[src/rxp_params.svh]
// constants for the receive data output port
`ifndef RXP_PARAMS_SVH
`define RXP_PARAMS_SVH
`define RXP_IQ_W        8
`define RXP_IF_W        12
`define RXP_NIB_W       4
`define RXP_NIB_LAST    2'h3
`define RXP_CODE_MAX8   8'hFF
`define RXP_CODE_MAX12  12'hFFF
`define RXP_CFG_REF_ADDR 12'h002
`define RXP_BUF_DEPTH   2
`endif

[src/rxp_pkg.sv]
// types for the receive data output port
package rxp_pkg;
  typedef enum logic [1:0] {
    RXP_NIB_IHI,
    RXP_NIB_ILO,
    RXP_NIB_QHI,
    RXP_NIB_QLO
  } rxp_nib_type;
endpackage

[src/rxp_port.sv]
// receive data output port: i/q nibble stream, if bus, reference clock
//
// Operation
// - every sample leaves in straight binary, zero scale all zeros, full scale all ones.
// - an over-range input clamps the code at full scale or zero scale instead of wrapping.
// - while a frame runs, a new i/q nibble is driven on every rising clock edge; between frames the bus rests at zero.
// - a frame is four nibbles, i high, i low, q high, q low.
// - frame sync is high only with the most significant nibble of i.
// - while the i/q converter is powered down no frame starts, so frame sync stays low in every cycle that follows a powered-down cycle.
// - the if bus is updated once every two clock cycles on alternate falling edges.
// - by default the reference clock output is a buffered copy of the oscillator input.
// - the ref_pwrdn_in pin powers down the internal references, through int_ref_off_out one edge later.
`timescale 1ns/1ps
`include "rxp_params.svh"

module rxp_port
  import rxp_pkg::*;
(
  // clock and reset
  input  wire logic                    clk_in,
  input  wire logic                    nrst_in,
  // converter results, straight binary codes with over/under range flags
  input  wire logic [`RXP_IQ_W-1:0]    i_raw_in,
  input  wire logic [`RXP_IQ_W-1:0]    q_raw_in,
  input  wire logic                    iq_over_in,
  input  wire logic                    iq_under_in,
  input  wire logic                    iq_valid_in,
  output logic                         iq_ready_out,
  input  wire logic [`RXP_IF_W-1:0]    if_raw_in,
  input  wire logic                    if_over_in,
  input  wire logic                    if_under_in,
  // control
  input  wire logic                    iq_pwrdn_in,
  input  wire logic                    ref_pwrdn_in,
  input  wire logic                    oscillator_input,
  input  wire logic                    buffered_osc_out_alt_in,
  input  wire logic                    buffered_osc_out_sel_in,
  // host-facing outputs
  output logic [`RXP_NIB_W-1:0]        iq_nibble_bus,
  output logic                         iq_frame_sync,
  output logic [`RXP_IF_W-1:0]         if_bus_out,
  output logic                         buffered_osc_out,
  output logic                         int_ref_off_out
);

  // ------------------------------------------------------------
  // clamping and input buffer
  // ------------------------------------------------------------
  // clamping picks the rail instead of letting a wrapped code through
  function automatic logic [`RXP_IQ_W-1:0] clamp8(input logic [`RXP_IQ_W-1:0] v,
                                                 input logic ov, input logic un);
    clamp8 = ov ? `RXP_CODE_MAX8 : (un ? 8'h00 : v);
  endfunction

  // two-entry buffer; the pointers toggle, so the depth is fixed at two
  // limitation: the over and under flags are shared, so one flag clamps both i and q
  // a full buffer refuses the offer instead of overwriting the older pair
  logic [2*`RXP_IQ_W-1:0] buf_ff [`RXP_BUF_DEPTH];
  logic [1:0]             cnt_ff;
  logic                   wp_ff;
  logic                   rp_ff;
  wire                    buf_full  = (cnt_ff == 2'h2);
  wire                    buf_empty = (cnt_ff == 2'h0);
  wire [2*`RXP_IQ_W-1:0]  clamped   = {clamp8(i_raw_in, iq_over_in, iq_under_in),
                                       clamp8(q_raw_in, iq_over_in, iq_under_in)};

  // ------------------------------------------------------------
  // nibble sequencer
  // ------------------------------------------------------------
  // nxt_ values are what the flops will hold after the coming edge
  // the word is latched at frame start, so later pushes cannot tear a frame
  rxp_nib_type            nib_ff;
  logic [2*`RXP_IQ_W-1:0] word_ff;
  logic                   active_ff;
  wire                    at_end   = (nib_ff == RXP_NIB_QLO) || !active_ff;
  // a frame is only started with a full word in hand, so frames never tear
  wire                    take     = at_end && !buf_empty && !iq_pwrdn_in;
  wire                    push     = iq_valid_in && !buf_full;
  wire                    pop      = take;
  wire rxp_nib_type       nxt_nib  = take ? RXP_NIB_IHI :
                                     (active_ff && !at_end) ? rxp_nib_type'(nib_ff + 2'h1) :
                                     nib_ff;
  wire [2*`RXP_IQ_W-1:0]  nxt_word = take ? buf_ff[rp_ff] : word_ff;
  wire                    nxt_active = take ? 1'b1 : (at_end ? 1'b0 : active_ff);
  wire [`RXP_NIB_W-1:0]   nxt_nibble = nxt_word[(3 - nxt_nib) * `RXP_NIB_W +: `RXP_NIB_W];

  // buffer bookkeeping; a receiver stall fills it and drops ready
  // ready comes from the next count, so it already falls on the edge
  // that fills the second entry
  always_ff @(posedge clk_in) begin
    if (!nrst_in) begin
      cnt_ff       <= 2'h0;
      wp_ff        <= 1'b0;
      rp_ff        <= 1'b0;
      iq_ready_out <= 1'b0;
    end else begin
      if (push) begin
        buf_ff[wp_ff] <= clamped;
        wp_ff         <= ~wp_ff;
      end
      if (pop) begin
        rp_ff <= ~rp_ff;
      end
      cnt_ff       <= 2'(cnt_ff + {1'b0, push} - {1'b0, pop});
      iq_ready_out <= (2'(cnt_ff + {1'b0, push} - {1'b0, pop}) != 2'h2);
    end
  end

  // nibble output on each rising edge
  // sync and the first nibble load on the same edge, so they always align
  // a frame in flight runs to its end even if power-down arrives
  always_ff @(posedge clk_in) begin
    if (!nrst_in) begin
      nib_ff        <= RXP_NIB_IHI;
      word_ff       <= 16'h0000;
      active_ff     <= 1'b0;
      iq_nibble_bus <= 4'h0;
      iq_frame_sync <= 1'b0;
    end else begin
      nib_ff        <= nxt_nib;
      word_ff       <= nxt_word;
      active_ff     <= nxt_active;
      iq_nibble_bus <= nxt_active ? nxt_nibble : 4'h0;
      iq_frame_sync <= take;
    end
  end

  // ------------------------------------------------------------
  // if bus, alternate falling edges
  // ------------------------------------------------------------
  // the phase bit starts low after reset, so the first update lands on the
  // second falling edge; the host must not read the bus before then
  // the bus then stands for two full cycles, a wide window for the host
  logic                 if_ph_ff;
  wire [`RXP_IF_W-1:0]  if_clamped = if_over_in ? `RXP_CODE_MAX12 :
                                     (if_under_in ? 12'h000 : if_raw_in);
  always_ff @(negedge clk_in) begin
    if (!nrst_in) begin
      if_ph_ff   <= 1'b0;
      if_bus_out <= 12'h000;
    end else begin
      if_ph_ff <= ~if_ph_ff;
      if (if_ph_ff) begin
        if_bus_out <= if_clamped;
      end
    end
  end

  // ------------------------------------------------------------
  // reference clock and reference power-down
  // ------------------------------------------------------------
  // the copy is registered, so it follows the oscillator one edge late
  // trade-off: every output stays on a flop, at the cost of a copy that
  // can only follow an oscillator level slower than half the clock
  always_ff @(posedge clk_in) begin
    if (!nrst_in) begin
      buffered_osc_out <= 1'b0;
      int_ref_off_out  <= 1'b0;
    end else begin
      buffered_osc_out <= buffered_osc_out_sel_in ? buffered_osc_out_alt_in : oscillator_input;
      int_ref_off_out  <= ref_pwrdn_in;
    end
  end

  // ------------------------------------------------------------
  // checks
  // ------------------------------------------------------------
  // frame sync marks only the first nibble and never returns inside a frame
  sync_only_ihi_a: assert property (@(posedge clk_in) disable iff (!nrst_in)
    iq_frame_sync |=> !iq_frame_sync[*3]) else $error("sync too soon");
  sync_at_ihi_a: assert property (@(posedge clk_in) disable iff (!nrst_in)
    iq_frame_sync |-> nib_ff == RXP_NIB_IHI) else $error("sync off first nibble");
  // power-down is sampled one edge ahead of the sync that it suppresses
  sync_pwrdn_a: assert property (@(posedge clk_in) disable iff (!nrst_in)
    $past(iq_pwrdn_in) |-> !iq_frame_sync) else $error("sync in power-down");
  // a started frame runs its four nibbles in order
  frame_len_a: assert property (@(posedge clk_in) disable iff (!nrst_in)
    take |=> (nib_ff == RXP_NIB_IHI) ##1 (nib_ff == RXP_NIB_ILO) ##1 (nib_ff == RXP_NIB_QHI)
    ##1 (nib_ff == RXP_NIB_QLO)) else $error("frame order");
  // the bus follows the latched word: i high, i low, q high, q low
  ihi_nibble_a: assert property (@(posedge clk_in) disable iff (!nrst_in)
    iq_frame_sync |-> iq_nibble_bus == word_ff[15:12]) else $error("first nibble");
  nibble_order_a: assert property (@(posedge clk_in) disable iff (!nrst_in)
    iq_frame_sync |=> (iq_nibble_bus == word_ff[11:8]) ##1 (iq_nibble_bus == word_ff[7:4])
    ##1 (iq_nibble_bus == word_ff[3:0])) else $error("nibble order");
  // an idle bus rests at zero, so a host that lost count sees no stale nibble
  idle_bus_a: assert property (@(posedge clk_in) disable iff (!nrst_in)
    !active_ff |-> iq_nibble_bus == 4'h0) else $error("idle bus not zero");
  // ready is registered buffer room; it may lag after reset but never leads
  ready_room_a: assert property (@(posedge clk_in) disable iff (!nrst_in)
    iq_ready_out |-> !buf_full) else $error("ready while full");
  // clamped codes land in the buffer at the rail, plain codes pass untouched
  clamp_hi_a: assert property (@(posedge clk_in) disable iff (!nrst_in)
    (push && iq_over_in) |=> buf_ff[$past(wp_ff)] == 16'hFFFF)
    else $error("no clamp");
  clamp_lo_a: assert property (@(posedge clk_in) disable iff (!nrst_in)
    (push && iq_under_in && !iq_over_in) |=> buf_ff[$past(wp_ff)] == 16'h0000)
    else $error("no low clamp");
  code_pass_a: assert property (@(posedge clk_in) disable iff (!nrst_in)
    (push && !iq_over_in && !iq_under_in) |=>
    (buf_ff[$past(wp_ff)][15:8] == $past(i_raw_in))
    && (buf_ff[$past(wp_ff)][7:0] == $past(q_raw_in))) else $error("code altered");
  // reference controls follow their pins one edge late
  ref_pwr_a: assert property (@(posedge clk_in) disable iff (!nrst_in)
    ##1 int_ref_off_out == $past(ref_pwrdn_in)) else $error("ref off lag");
  buffered_osc_out_a: assert property (@(posedge clk_in) disable iff (!nrst_in)
    !$past(buffered_osc_out_sel_in) |-> buffered_osc_out == $past(oscillator_input))
    else $error("buffered_osc_out copy");
  // if bus checks run on the falling edge, the domain of the bus itself
  if_hold_a: assert property (@(negedge clk_in) disable iff (!nrst_in)
    !if_ph_ff |=> $stable(if_bus_out)) else $error("if bus changed early");
  if_update_a: assert property (@(negedge clk_in) disable iff (!nrst_in)
    (if_ph_ff && !if_over_in && !if_under_in) |=> if_bus_out == $past(if_raw_in))
    else $error("if bus missed update");
  if_clamp_hi_a: assert property (@(negedge clk_in) disable iff (!nrst_in)
    (if_ph_ff && if_over_in) |=> if_bus_out == 12'hFFF) else $error("if no high clamp");
  if_clamp_lo_a: assert property (@(negedge clk_in) disable iff (!nrst_in)
    (if_ph_ff && if_under_in && !if_over_in) |=> if_bus_out == 12'h000)
    else $error("if no low clamp");
endmodule

[config.mk]
export PLATFORM = sky130hd
export DESIGN_NAME = rxp_port
export DESIGN_NICKNAME = d
export VERILOG_FILES = /design/src/rxp_pkg.sv /design/src/rxp_port.sv
export VERILOG_INCLUDE_DIRS = /design/src
export SDC_FILE = /design/constraint.sdc
export NUM_CORES = 1
export LEC_CHECK = 0
export BUFFER_PORTS_ARGS = -buffer_cell sky130_fd_sc_hd__clkbuf_2
export CAP_MARGIN = 20
export CORE_MARGIN = 2
export CORE_UTILIZATION = 45
export CTS_CLUSTER_SIZE = 24
export DETAILED_ROUTE_END_ITERATION = 7
export PLACE_DENSITY = 0.67
export SYNTH_ARGS = -nofsm -noshare
export SYNTH_HDL_FRONTEND = slang
export SYNTH_SLANG_ARGS = --single-unit
[constraint.sdc]
create_clock -name clk_in -period 3.1 [get_ports clk_in]
set_input_delay 0.31 -clock clk_in [delete_from_list [all_inputs] [get_ports clk_in]]
set_output_delay 0.31 -clock clk_in [all_outputs]
set_load 0.05 [all_outputs]
### After elaboration in Yosys (flattened, before gate mapping)

Memory sizes are Yosys's and may differ from the RTL's. A register that Yosys moved wholly into a read port is not among the register bits.
Cells that the tools add are included.

* add/subtract/negate cells: 4
* equal/unequal tests: 3
* shift operators: 1
* muxes and demuxes: 17
* bitwise gates (word level): 3
* reduce and logical (&&, ||, !) cells: 12

Operators with widths (number)
* 16-bit by 33-bit indexed part select with 4-bit output: 1
* 8-bit 2-to-1 mux: 4
* 12-bit 2-to-1 mux: 2
* 16-bit 2-to-1 mux: 1
* 1-bit 2-to-1 mux: 8
* 1-bit logical NOT: 5
* 2-bit == test, second input constant: 2
* 1-bit logical AND: 4
* 2-bit 2-to-1 mux: 2
* 1-bit NOT: 3
* 2-bit by 2-bit subtractor with 3-bit output, first input constant: 1
* 2-bit by 1-bit adder with 2-bit output: 1
* 2-bit by 1-bit adder with 2-bit output, second input constant: 1
* 2-bit logical NOT: 1
* 2-bit != test, second input constant: 1
* 2-bit AND reduction: 1
* 2-bit by 1-bit subtractor with 2-bit output: 1
* 1-bit logical OR: 1

* register bits after elaboration: 44
* memory bits (writable): 32
* output and inout bits: 20
* logic and storage cells: 54
* memories: 1

Memories
* buf_ff: depth 2, bits a word 16, rd ports 1, clocked after memory_dff 1, write ports 1, RTL line rxp_port.sv:58 `` logic [2*`RXP_IQ_W-1:0] buf_ff [`RXP_BUF_DEPTH]; ``

### Depth between registers and ports, before layout

* depth in word-level cells: 8
* depth in mapped cells: 11

==> reports/qor.yml <==
setup_path:
  critical_path.top_delay_family: "flip-flops"
  required_ps: 2790
  cp_slowest_cell: "dfxtp_1"
  cp.arrival_ps: 2590
  endpoint_kind: "output port"
  critPathMaxFanout: 2
  worst-setup-path-type: "flip-flop to output port"
  cp_cell_sequence: "clkbuf_2"
  worst-path-buf-inv: 1
  slowest_delay_ps: 350
  startpoint_type: "flip-flop"
yosys:
  yosysWarningCount: 0
  synth-async-reset-ratio_pct: 0
  synth_ff_type: "dfxtp_1"
  ys_types: 44
  synth_nets: 324
  syn_inst: 281
  syn_avg_cell_area_sq_um: 11.4
  synth-edff-count: 32
  synth_seq_area_share_pct: 58.2
  ys_ff_latch: 77
  syn_area_sq_um: 3200
cts:
  cts_root_buf: "clkbuf_8"
  path_clk_slew_ps: 70
  cts_resized: 0
  hold_buffers: 0
  cts.sink_count: 77
  cts_tree: "yes"
  h-tree-depth: 3
  post_cts_buffers: 0
  cts_made_buffers: 9
  clkLatencyLatePin_ps: 390
  clockBufferDepth: 2
placement:
  post_dp_cell_area_sq_um: 3570
  dp_hpwl_um: 4110
  place_inst: 421
  place_congestion: 0.833
  post-place-ws_ps: 454
  port_buffers: 59
timing:
  report.final.setup_viol: 0
  tightest_slew_ps: 792
  max_slew_margin_pct: 47.2
  setup_ws_ps: 201
  finalHoldViolations: 0
  slew_viol_final: 0
  tns_ps: 0
  rsz0062_at_grt: "no"
  skew_ps: 11.0
drt:
  drt_iter0_drc: 117
  viasPerCell: 5.16
  vias: 2319
  drc: 0
  drt_wl_total_um: 6220
  drtPass1Iterations: 5
  wire_per_inst_um: 13.8
  final_antenna_net_count: 0
die:
  die_w_um: 88.3
  placementRows: 30
  start_util_pct: 46.8
  die_area_sq_um: 7800
  core_sq_um: 6830
  die_h_um: 88.3
  io_pins: 60
global_routing:
  grt_max_degree: 28
  grt-ovfl-total: 0
  grt.total_usage_pct: 16.9
  first_global_vias: 2050
  antenna_found_initial: 0
  grt_pass1_wl_um: 10000
final_layout:
  nets: 391
  fill_cells: 624
  fin_util_pct: 55.8
  final_area_sq_um: 3810
  area_growth_pct: 19.2
  finalNonFillerCells: 449
  drive_gt1_share_pct: 25.8
  diodes: 0
power_and_ir_drop:
  clkPwrFrac_pct: 28.5
  pwr-share-comb_pct: 26.3
  swShare_pct: 33.1
  pwr-share-seq_pct: 45.2
  p_leak_nw: 1.76
  power.internal_mw: 1.95
  power.density_nw_per_um2: 764
  irDropWorstVdd_mv: 0.333
  p_switching_mw: 0.963
hold_path:
  hold_class: "input port to flip-flop"
outcome:
  status: "finished clean"
run:
  max_cap_violations: 0
## sequential cells by signal, indices dropped and copies added (netlist names), named ones only
| name | flops |
|---|---|
| cnt_ff | 2 |
| rp_ff | 1 |
| nib_ff | 2 |
| iq_ready_out | 1 |
| int_ref_off_out | 1 |
| word_ff | 16 |
| iq_frame_sync | 1 |
| if_ph_ff | 1 |
| iq_nibble_bus | 4 |
| buf_ff | 32 |
| active_ff | 1 |
| wp_ff | 1 |
| if_bus_out | 12 |
| buffered_osc_out | 1 |
## cells by family after synthesis
family	Yosys count	share of synthesized area (%)
muxes	20	6.34
xor gates and xnor gates	4	1.09
DFF	77	58.2
buffers and inverters	30	4.07
AOI/OAI and AO/OA	82	19.0
adders and majority gates	3	1.17
and+or+nand+nor	65	10.1
## final cells by class
cell class                 instances  area (sq um)  area share [%]
multi-input combinational        174          1210            31.8
inverter                           8          30.0           0.787
tap                               96           120            3.15
sequential                        77          1860            48.8
clock inverter                    20           125            3.28
clock buffer                       9           124            3.25
timing repair buffer              65           340            8.92
## cells in the final DEF, fill, tap and decap left out, drive strengths merged, types with 4 or more instances in the layout
master  synthesis  layout
nor2           12      12
edfxtp         32      32
o211a          16      16
nor2b           4       4
clkbuf         11      68
buf            10       6
nand2          22      22
a21oi          15      15
nand3          11      11
inv             9      21
a21o           16      16
clkinv          0       5
dfxtp          45      45
mux2i          18      18
o21ai          16      16
and2            6       6
xnor2           4       4
## cell usage after synthesis (all sizes together), types with 2 or more instances
master,count,area [sq um]
a211oi,2,25.0
a21boi,3,22.5
a21o,16,120
a21oi,15,75.1
a32o,2,20.0
a41oi,2,17.5
and2,6,37.5
and3,2,12.5
buf,10,55.1
clkbuf,11,41.3
dfxtp,45,901
edfxtp,32,961
ha,3,37.5
inv,9,33.8
mux2,2,22.5
mux2i,18,180
nand2,22,85.1
nand2b,2,15.0
nand3,11,55.1
nand4,2,12.5
nor2,12,45.0
nor2b,4,25.0
o211a,16,160
o21ai,16,80.1
xnor2,4,35.0
## power groups by stage
| stage | combinational (mW) | sequential [mW] | clock [mW] |
|---|---|---|---|
| after floorplan | 0.524 | 1.40 | 0.0277 |
| after global placement | 0.755 | 1.33 | 0.0277 |
| after detailed placement | 0.766 | 1.34 | 0.0277 |
| after CTS | 0.771 | 1.32 | 0.849 |
| after global routing | 0.843 | 1.34 | 0.903 |
| final | 0.766 | 1.32 | 0.830 |
## through the flow
stage	total power [mW]	hold WS [ps]
after floorplan	1.96	437
after global placement	2.12	452
after detailed placement	2.13	464
after CTS	2.94	171
after global routing	3.08	178
final	2.91	187
## final timing paths
kind	from	endpoint	slack, ps	depth (start not counted)
max reg2reg	nib_ff[1]	iq_ready_out	1090	10
max	if_bus_out[1]	if_bus_out[1]	200	1
min reg2reg	word_ff[15]	word_ff[15]	470	2
min	ref_pwrdn_in	int_ref_off_out	190	2
## routing by layer
| layer | track usage, % | routed length [um] | part of all wire (%) | up-vias |
|---|---|---|---|---|
| li1 | - | - | - | 1158 |
| met1 | 23.7 | 2980 | 48 | 1090 |
| met2 | 25.0 | 2910 | 47 | 69 |
| met3 | 5.88 | 309 | 5.0 | 2 |
| met4 | 4.55 | 17 | 0.27 | 0 |
| met5 | 0 | 0 | 0 | - |
Power figures use the tool's default switching activity.
